--- config.mk ---
export PLATFORM = sky130hd
export DESIGN_NAME = tmx_timers
export DESIGN_NICKNAME = d
export VERILOG_FILES = /design/src/rtl/tmx_pkg.sv /design/src/rtl/tmx_cnt_if.sv /design/src/rtl/tmx_counter.sv /design/src/rtl/tmx_ext_detect.sv /design/src/rtl/tmx_timers.sv
export SDC_FILE = /design/constraint.sdc
export NUM_CORES = 1
export LEC_CHECK = 0
export ABC_AREA = 1
export CAP_MARGIN = 20
export CORE_UTILIZATION = 45
export DETAILED_ROUTE_END_ITERATION = 8
export DONT_BUFFER_PORTS = 1
export PLACE_DENSITY = 0.68
export SLEW_MARGIN = 20
export SYNTH_ARGS = -nofsm -noshare
export SYNTH_HDL_FRONTEND = slang
export SYNTH_HIERARCHICAL = 1
export SYNTH_SLANG_ARGS = --single-unit
--- constraint.sdc ---
create_clock -name clk_sys -period 4.1 [get_ports clk_sys]
set_clock_uncertainty 0.05 [all_clocks]
set_input_delay 0.82 -clock clk_sys [delete_from_list [all_inputs] [get_ports clk_sys]]
set_output_delay 0.82 -clock clk_sys [all_outputs]
set_load 0.02 [all_outputs]
--- src/rtl/tmx_pkg.sv ---
package tmx_pkg;

  // ----------------------------------------
  // Register addresses
  // ----------------------------------------
  localparam logic [7:0] TMX_CTRL_ADDR  = 8'h88;
  localparam logic [7:0] TMX_MODE_ADDR  = 8'h89;
  localparam logic [7:0] TMX_T0LO_ADDR  = 8'h8A;
  localparam logic [7:0] TMX_T1LO_ADDR  = 8'h8B;
  localparam logic [7:0] TMX_T0HI_ADDR  = 8'h8C;
  localparam logic [7:0] TMX_T1HI_ADDR  = 8'h8D;
  localparam logic [7:0] TMX_RST_VAL    = 8'h00;

  // ----------------------------------------
  // Timer control register bits
  // ----------------------------------------
  localparam int TMX_TF1 = 7;
  localparam int TMX_TR1 = 6;
  localparam int TMX_TF0 = 5;
  localparam int TMX_TR0 = 4;
  localparam int TMX_IE1 = 3;
  localparam int TMX_IT1 = 2;
  localparam int TMX_IE0 = 1;
  localparam int TMX_IT0 = 0;

  // ----------------------------------------
  // Mode register bits
  // ----------------------------------------
  localparam int TMX_GATE1 = 7;
  localparam int TMX_CT1   = 6;
  localparam int TMX_M1_HI = 5;
  localparam int TMX_M1_LO = 4;
  localparam int TMX_GATE0 = 3;
  localparam int TMX_CT0   = 2;
  localparam int TMX_M0_HI = 1;
  localparam int TMX_M0_LO = 0;

  localparam logic [4:0] TMX_PRESCALE_MAX = 5'h1F;

  typedef enum logic [1:0] {
    TMX_MODE_13     = 2'b00,
    TMX_MODE_16     = 2'b01,
    TMX_MODE_RELOAD = 2'b10,
    TMX_MODE_SPLIT  = 2'b11
  } tmx_mode_e;

  function automatic logic tmx_fall(input logic prev, input logic cur);
    return prev & ~cur;
  endfunction

endpackage

--- src/rtl/tmx_cnt_if.sv ---
interface tmx_cnt_if;
  import tmx_pkg::*;
  logic       inc_lo;
  logic       inc_hi;
  tmx_mode_e  mode;
  logic       wr_lo;
  logic       wr_hi;
  logic [7:0] wdata;
  logic [7:0] lo;
  logic [7:0] hi;
  logic       ovf_lo;
  logic       ovf_hi;

  modport ctl (output inc_lo, inc_hi, mode, wr_lo, wr_hi, wdata,
               input  lo, hi, ovf_lo, ovf_hi);
  modport cnt (input  inc_lo, inc_hi, mode, wr_lo, wr_hi, wdata,
               output lo, hi, ovf_lo, ovf_hi);
endinterface

--- src/rtl/tmx_counter.sv ---
module tmx_counter (
  input  wire logic clk_sys,
  input  wire logic rst_b,
  tmx_cnt_if.cnt    bus
);
  import tmx_pkg::*;

  logic [7:0] lo_reg;
  logic [7:0] hi_reg;
  logic [7:0] lo_next;
  logic [7:0] hi_next;

  // ----------------------------------------
  // Count step per mode
  // ----------------------------------------
  always_comb begin
    lo_next    = lo_reg;
    hi_next    = hi_reg;
    bus.ovf_lo = 1'b0;
    bus.ovf_hi = 1'b0;
    case (bus.mode)
      TMX_MODE_13: if (bus.inc_lo) begin
        // Upper three low-byte bits are left alone by the prescaler
        if (lo_reg[4:0] == TMX_PRESCALE_MAX) begin
          lo_next    = {lo_reg[7:5], 5'h00};
          hi_next    = hi_reg + 8'h01;
          bus.ovf_lo = &hi_reg;
        end else begin
          lo_next = {lo_reg[7:5], lo_reg[4:0] + 5'h01};
        end
      end
      TMX_MODE_16: if (bus.inc_lo) begin
        {hi_next, lo_next} = {hi_reg, lo_reg} + 16'h0001;
        bus.ovf_lo         = &{hi_reg, lo_reg};
      end
      TMX_MODE_RELOAD: if (bus.inc_lo) begin
        lo_next    = (&lo_reg) ? hi_reg : lo_reg + 8'h01;
        bus.ovf_lo = &lo_reg;
      end
      TMX_MODE_SPLIT: begin
        if (bus.inc_lo) begin
          lo_next    = lo_reg + 8'h01;
          bus.ovf_lo = &lo_reg;
        end
        if (bus.inc_hi) begin
          hi_next    = hi_reg + 8'h01;
          bus.ovf_hi = &hi_reg;
        end
      end
      default: ;
    endcase
    // Software write beats a count in the same cycle
    if (bus.wr_lo) begin
      lo_next = bus.wdata;
    end
    if (bus.wr_hi) begin
      hi_next = bus.wdata;
    end
  end

  always_ff @(posedge clk_sys or negedge rst_b) begin
    if (!rst_b) begin
      lo_reg <= TMX_RST_VAL;
      hi_reg <= TMX_RST_VAL;
    end else begin
      lo_reg <= lo_next;
      hi_reg <= hi_next;
    end
  end

  assign bus.lo = lo_reg;
  assign bus.hi = hi_reg;
endmodule

--- src/rtl/tmx_ext_detect.sv ---
module tmx_ext_detect (
  input  wire logic clk_sys,
  input  wire logic rst_b,
  input  wire logic pin,
  input  wire logic type_sel,
  input  wire logic vec_ack,
  input  wire logic sw_wr,
  input  wire logic sw_val,
  output logic      flag
);
  import tmx_pkg::*;

  logic prev_reg;
  logic flag_reg;
  logic fall;

  assign fall = tmx_fall(prev_reg, pin);

  always_ff @(posedge clk_sys or negedge rst_b) begin
    if (!rst_b) begin
      prev_reg <= 1'b1;
    end else begin
      prev_reg <= pin;
    end
  end

  // ----------------------------------------
  // Detect flag
  // ----------------------------------------
  always_ff @(posedge clk_sys or negedge rst_b) begin
    if (!rst_b) begin
      flag_reg <= 1'b0;
    end else if (!type_sel) begin
      flag_reg <= ~pin;
    end else if (fall) begin
      flag_reg <= 1'b1;
    end else if (sw_wr) begin
      flag_reg <= sw_val;
    end else if (vec_ack) begin
      flag_reg <= 1'b0;
    end
  end

  assign flag = flag_reg;
endmodule

--- src/rtl/tmx_timers.sv ---
// Decided for this implementation: the register addresses and the plain strobed port.
module tmx_timers (
  input  wire logic        clk_sys,
  input  wire logic        rst_b,
  input  wire logic [7:0]  addr,
  input  wire logic [7:0]  wr_data,
  input  wire logic        wr_en,
  input  wire logic        rd_en,
  output logic      [7:0]  rd_data,
  input  wire logic        ext_irq_pin_0,
  input  wire logic        ext_irq_pin_1,
  input  wire logic        count_pin_0,
  input  wire logic        count_pin_1,
  input  wire logic        irq0_vector_ack,
  input  wire logic        irq1_vector_ack,
  output logic             ext_irq0_detect_flag,
  output logic             ext_irq1_detect_flag,
  output logic             timer0_ovf_flag,
  output logic             timer1_ovf_flag
);
  import tmx_pkg::*;

  // ----------------------------------------
  // Storage
  // ----------------------------------------
  logic [7:0] timer_mode_config_reg;
  logic       timer0_run_reg;
  logic       timer1_run_reg;
  logic       ext_irq0_type_sel_reg;
  logic       ext_irq1_type_sel_reg;
  logic       tf0_reg;
  logic       tf1_reg;
  logic [7:0] rd_data_reg;
  logic       cnt0_prev_reg;
  logic       cnt1_prev_reg;

  logic       ctrl_wr;
  logic       mode_wr;
  logic       en0;
  logic       en1;
  logic       tick0;
  logic       tick1;
  logic       ie0_flag;
  logic       ie1_flag;
  tmx_mode_e  mode0;
  tmx_mode_e  mode1;
  logic [7:0] ctrl_view;

  tmx_cnt_if t0_if ();
  tmx_cnt_if t1_if ();

  assign ctrl_wr = wr_en && addr == TMX_CTRL_ADDR;
  assign mode_wr = wr_en && addr == TMX_MODE_ADDR;

  // ----------------------------------------
  // Mode register
  // ----------------------------------------
  always_ff @(posedge clk_sys or negedge rst_b) begin
    if (!rst_b) begin
      timer_mode_config_reg <= TMX_RST_VAL;
    end else if (mode_wr) begin
      timer_mode_config_reg <= wr_data;
    end
  end

  // Mode fields split out of the register
  assign mode0 = tmx_mode_e'({timer_mode_config_reg[TMX_M0_HI],
                              timer_mode_config_reg[TMX_M0_LO]});
  assign mode1 = tmx_mode_e'({timer_mode_config_reg[TMX_M1_HI],
                              timer_mode_config_reg[TMX_M1_LO]});

  // ----------------------------------------
  // Run and type control bits
  // ----------------------------------------
  always_ff @(posedge clk_sys or negedge rst_b) begin
    if (!rst_b) begin
      timer0_run_reg        <= 1'b0;
      timer1_run_reg        <= 1'b0;
      ext_irq0_type_sel_reg <= 1'b0;
      ext_irq1_type_sel_reg <= 1'b0;
    end else if (ctrl_wr) begin
      timer0_run_reg        <= wr_data[TMX_TR0];
      timer1_run_reg        <= wr_data[TMX_TR1];
      ext_irq0_type_sel_reg <= wr_data[TMX_IT0];
      ext_irq1_type_sel_reg <= wr_data[TMX_IT1];
    end
  end

  // ----------------------------------------
  // Count pin edge detection
  // ----------------------------------------
  always_ff @(posedge clk_sys or negedge rst_b) begin
    if (!rst_b) begin
      cnt0_prev_reg <= 1'b1;
      cnt1_prev_reg <= 1'b1;
    end else begin
      cnt0_prev_reg <= count_pin_0;
      cnt1_prev_reg <= count_pin_1;
    end
  end

  // ----------------------------------------
  // Gating and source select
  // ----------------------------------------
  // Internal clock source advances once per system clock
  assign en0 = timer0_run_reg &&
               (!timer_mode_config_reg[TMX_GATE0] || ext_irq_pin_0);
  assign en1 = timer1_run_reg &&
               (!timer_mode_config_reg[TMX_GATE1] || ext_irq_pin_1);
  assign tick0 = en0 && (timer_mode_config_reg[TMX_CT0] ?
                         tmx_fall(cnt0_prev_reg, count_pin_0) : 1'b1);
  assign tick1 = en1 && (timer_mode_config_reg[TMX_CT1] ?
                         tmx_fall(cnt1_prev_reg, count_pin_1) : 1'b1);

  // ----------------------------------------
  // Counter control
  // ----------------------------------------
  assign t0_if.mode   = mode0;
  assign t0_if.inc_lo = tick0;
  // Borrowed high byte only uses the run bit, never gate or pin
  assign t0_if.inc_hi = mode0 == TMX_MODE_SPLIT && timer1_run_reg;
  assign t0_if.wr_lo  = wr_en && addr == TMX_T0LO_ADDR;
  assign t0_if.wr_hi  = wr_en && addr == TMX_T0HI_ADDR;
  assign t0_if.wdata  = wr_data;

  assign t1_if.mode   = mode1;
  assign t1_if.inc_lo = tick1 && mode1 != TMX_MODE_SPLIT;
  assign t1_if.inc_hi = 1'b0;
  assign t1_if.wr_lo  = wr_en && addr == TMX_T1LO_ADDR;
  assign t1_if.wr_hi  = wr_en && addr == TMX_T1HI_ADDR;
  assign t1_if.wdata  = wr_data;

  tmx_counter u_timer0 (
    .clk_sys (clk_sys),
    .rst_b   (rst_b),
    .bus     (t0_if.cnt)
  );

  tmx_counter u_timer1 (
    .clk_sys (clk_sys),
    .rst_b   (rst_b),
    .bus     (t1_if.cnt)
  );

  // ----------------------------------------
  // Overflow flags
  // ----------------------------------------
  // Hardware set wins over a software clear in the same cycle
  always_ff @(posedge clk_sys or negedge rst_b) begin
    if (!rst_b) begin
      tf0_reg <= 1'b0;
    end else if (t0_if.ovf_lo) begin
      tf0_reg <= 1'b1;
    end else if (ctrl_wr) begin
      tf0_reg <= wr_data[TMX_TF0];
    end
  end

  always_ff @(posedge clk_sys or negedge rst_b) begin
    if (!rst_b) begin
      tf1_reg <= 1'b0;
    end else if (t1_if.ovf_lo || t0_if.ovf_hi) begin
      tf1_reg <= 1'b1;
    end else if (ctrl_wr) begin
      tf1_reg <= wr_data[TMX_TF1];
    end
  end

  // ----------------------------------------
  // External pin detectors
  // ----------------------------------------
  tmx_ext_detect u_ext0 (
    .clk_sys  (clk_sys),
    .rst_b    (rst_b),
    .pin      (ext_irq_pin_0),
    .type_sel (ext_irq0_type_sel_reg),
    .vec_ack  (irq0_vector_ack),
    .sw_wr    (ctrl_wr),
    .sw_val   (wr_data[TMX_IE0]),
    .flag     (ie0_flag)
  );

  tmx_ext_detect u_ext1 (
    .clk_sys  (clk_sys),
    .rst_b    (rst_b),
    .pin      (ext_irq_pin_1),
    .type_sel (ext_irq1_type_sel_reg),
    .vec_ack  (irq1_vector_ack),
    .sw_wr    (ctrl_wr),
    .sw_val   (wr_data[TMX_IE1]),
    .flag     (ie1_flag)
  );

  // ----------------------------------------
  // Read port
  // ----------------------------------------
  always_comb begin
    ctrl_view          = TMX_RST_VAL;
    ctrl_view[TMX_TF1] = tf1_reg;
    ctrl_view[TMX_TR1] = timer1_run_reg;
    ctrl_view[TMX_TF0] = tf0_reg;
    ctrl_view[TMX_TR0] = timer0_run_reg;
    ctrl_view[TMX_IE1] = ie1_flag;
    ctrl_view[TMX_IT1] = ext_irq1_type_sel_reg;
    ctrl_view[TMX_IE0] = ie0_flag;
    ctrl_view[TMX_IT0] = ext_irq0_type_sel_reg;
  end

  // Data valid only in the cycle after the strobe; zero otherwise
  always_ff @(posedge clk_sys or negedge rst_b) begin
    if (!rst_b) begin
      rd_data_reg <= TMX_RST_VAL;
    end else if (rd_en) begin
      case (addr)
        TMX_CTRL_ADDR: rd_data_reg <= ctrl_view;
        TMX_MODE_ADDR: rd_data_reg <= timer_mode_config_reg;
        TMX_T0LO_ADDR: rd_data_reg <= t0_if.lo;
        TMX_T1LO_ADDR: rd_data_reg <= t1_if.lo;
        TMX_T0HI_ADDR: rd_data_reg <= t0_if.hi;
        TMX_T1HI_ADDR: rd_data_reg <= t1_if.hi;
        default:       rd_data_reg <= TMX_RST_VAL;
      endcase
    end else begin
      rd_data_reg <= TMX_RST_VAL;
    end
  end

  assign rd_data              = rd_data_reg;
  assign ext_irq0_detect_flag = ie0_flag;
  assign ext_irq1_detect_flag = ie1_flag;
  assign timer0_ovf_flag      = tf0_reg;
  assign timer1_ovf_flag      = tf1_reg;
endmodule

==> results by group <==
Timing
  – Setup repair after global routing missed its margin: no
  – Min cycle time layout: 2.48 ns
  – Hold Fails Final Rpt: 0
  – Final period util: 60.5%
  – Max Slew Vio Count: 0
  – Final TNS setup: 0 ns
  – Relative slew slack: 53.3%
  – Worst-Margin Slew: 0.698 ns
  – Setup violators final: 0
  – Highest Clock Rate: 0.403 GHz
  – Hold_ws: 0.100 ns
  – Setup ws final: 1.62 ns

Clock tree
  – Max Root-Sink Buffers: 2
  – CTS tree: built
  – Sink Count: 60
  – Gates resized, CTS repair: 0
  – CTS buffer count: 9
  – CTS Hold Bufs: 0
  – Clock Root Buffer: clkbuf_8
  – Clock Latency Late Sink: 0.36 ns
  – Postcts setup bufs: 0
  – Clock slew at reported path FFs: 0.08 ns
  – H-tree depth: 3

Power and ir drop
  – P per Cell Area: 417 mW/mm^2
  – Worst vdd ir: 0.277 mV
  – P_leak: 2.55 nW

Setup path
  – Critical path startpoint: wr_en
  – CP max FO: 13
  – Slowest-stage cell, CP: inv_1
  – Worst R2R Setup Slack: 1.89 ns
  – Cell Chain, Critical Path: inv_1 > nor2_1 > buf_4 > nor2_1 > inv_1 > o21ai_0 > inv_1 > nor2_1 > a21oi_2
  – Kind of critical path: in2reg
  – Reg-to-reg critical path startpoint: u_timer0/bus.lo[1]
  – Cell count along the critical path: 9
  – Type of origin of the critical path: primary input
  – Slowest stage delay, CP: 0.48 ns
  – Crit path max-delay family: buffers and inverters
  – Crit path required time: 4.30 ns
  – WP data arrival: 2.68 ns
  – Reg2reg path depth: 12
  – Crit. End Element: flip-flop
  – Critical Path End: u_timer0/bus.lo[6]
  – Crit path buf inv count: 4
  – Worst r2r dst: u_timer0/bus.hi[6]

Floorplan
  – Std-Cell Core Area: 0.00991 mm^2
  – Initial core utilization: 47.0%
  – Io pins: 38
  – Die H: 104 um
  – Die Footprint: 0.0108 mm^2
  – # rows: 36
  – Die Wd: 104 um

Final layout
  – Commonest non-fill, non-tap cell in the layout: nand2_1
  – Commonest cells after routing, fill and taps aside: 200 x nand2_1, 105 x nand3_1, 99 x inv_1, 56 x dfrtp_1
  – Final core occ: 50.0%
  – Filler instances: 1048
  – Nets: 730
  – Layout cells sized above 1: 11.6%
  – Ant diodes: 0
  – Design Area, Final: 0.00496 mm^2
  – Area grow syn2layout: 6.53%

Synth
  – Synth Area per Inst: 6.71 um^2
  – Post-Synthesis Net Count: 728
  – Post-Syn Area: 0.00465 mm^2
  – Ys Warns: 6
  – Mapped Cells: 694

Global routing
  – Grt total ovfl: 0
  – Number of global-route vias before repair: 4314
  – Largest net degree at the start of global routing: 61
  – First-pass GRT wire length: 22200 um
  – Gr usage total: 26.6%
  – Initial antenna violation count: 0

Placed design
  – IO buf count: 0
  – Worst slack, placed: 1.32 ns
  – Placed cell areas: 0.00474 mm^2
  – Routability cong.: 0.920
  – HPWL Detailed: 10000 um

Hold path
  – Hold crit path type: in2async

Drt
  – DR vias: 4590
  – Drt via density: 5.50
  – Total Wirelength: 13600 um
  – Wire per inst: 16.4 um
  – Antenna-violating nets left: 0
  – DRC violations left: 0
  – Drt pass-1 iters: 5
  – Initial DRC count: 338

Flow run
  – Max_cap viols: 0

Status
  – Status: completed
per-layer routing:
| metal | vias up | GRT usage, % | part of all wire, % |
|---|---|---|---|
| li1 | 2233 | - | - |
| met1 | 2144 | 34.3 | 42 |
| met2 | 187 | 42.5 | 46 |
| met3 | 26 | 6.36 | 8.6 |
| met4 | 0 | 11.7 | 2.8 |
| met5 | - | 0 | 0 |
worst min path at each step:
stage / from / end / slack (ns) / cells past startpoint
4_1_cts: rst_b / u_timer0/bus.hi[3] / 0.09 / 0
5_1_grt: rst_b / u_ext0/flag / 0.08 / 0
6_report: rst_b / timer_mode_config_reg[0] / 0.10 / 0
3_3_place_gp: timer0_run_reg / timer0_run_reg / 0.47 / 2
3_5_place_dp: rst_b / u_ext0/flag / 0.48 / 0
2_1_floorplan: timer0_run_reg / timer0_run_reg / 0.43 / 2
cell type report:
cell class | count | area (um^2) | share of cell area (%)
inverter | 110 | 417 | 8.40
tap | 133 | 166 | 3.36
clock buffer | 12 | 145 | 2.93
timing repair buffer | 2 | 15.0 | 0.303
clock inverter | 4 | 72.6 | 1.46
multi-input combinational | 513 | 2640 | 53.2
sequential | 60 | 1510 | 30.4
per-stage QoR:
stage                     power, W  cells
after floorplan            0.00128    694
after global placement     0.00145    818
after detailed placement   0.00146    818
after CTS                  0.00207    834
after global routing       0.00221    834
final                      0.00207    834
power by group:
part           switching, W  internal, W  leakage (nW)  total [W]
Sequential         0.000238     0.000703         0.738   0.000940
Clock              0.000245     0.000358         0.107   0.000603
Combinational      0.000328     0.000198          1.71   0.000526
No activity file was read; power rests on OpenSTA's default activity.
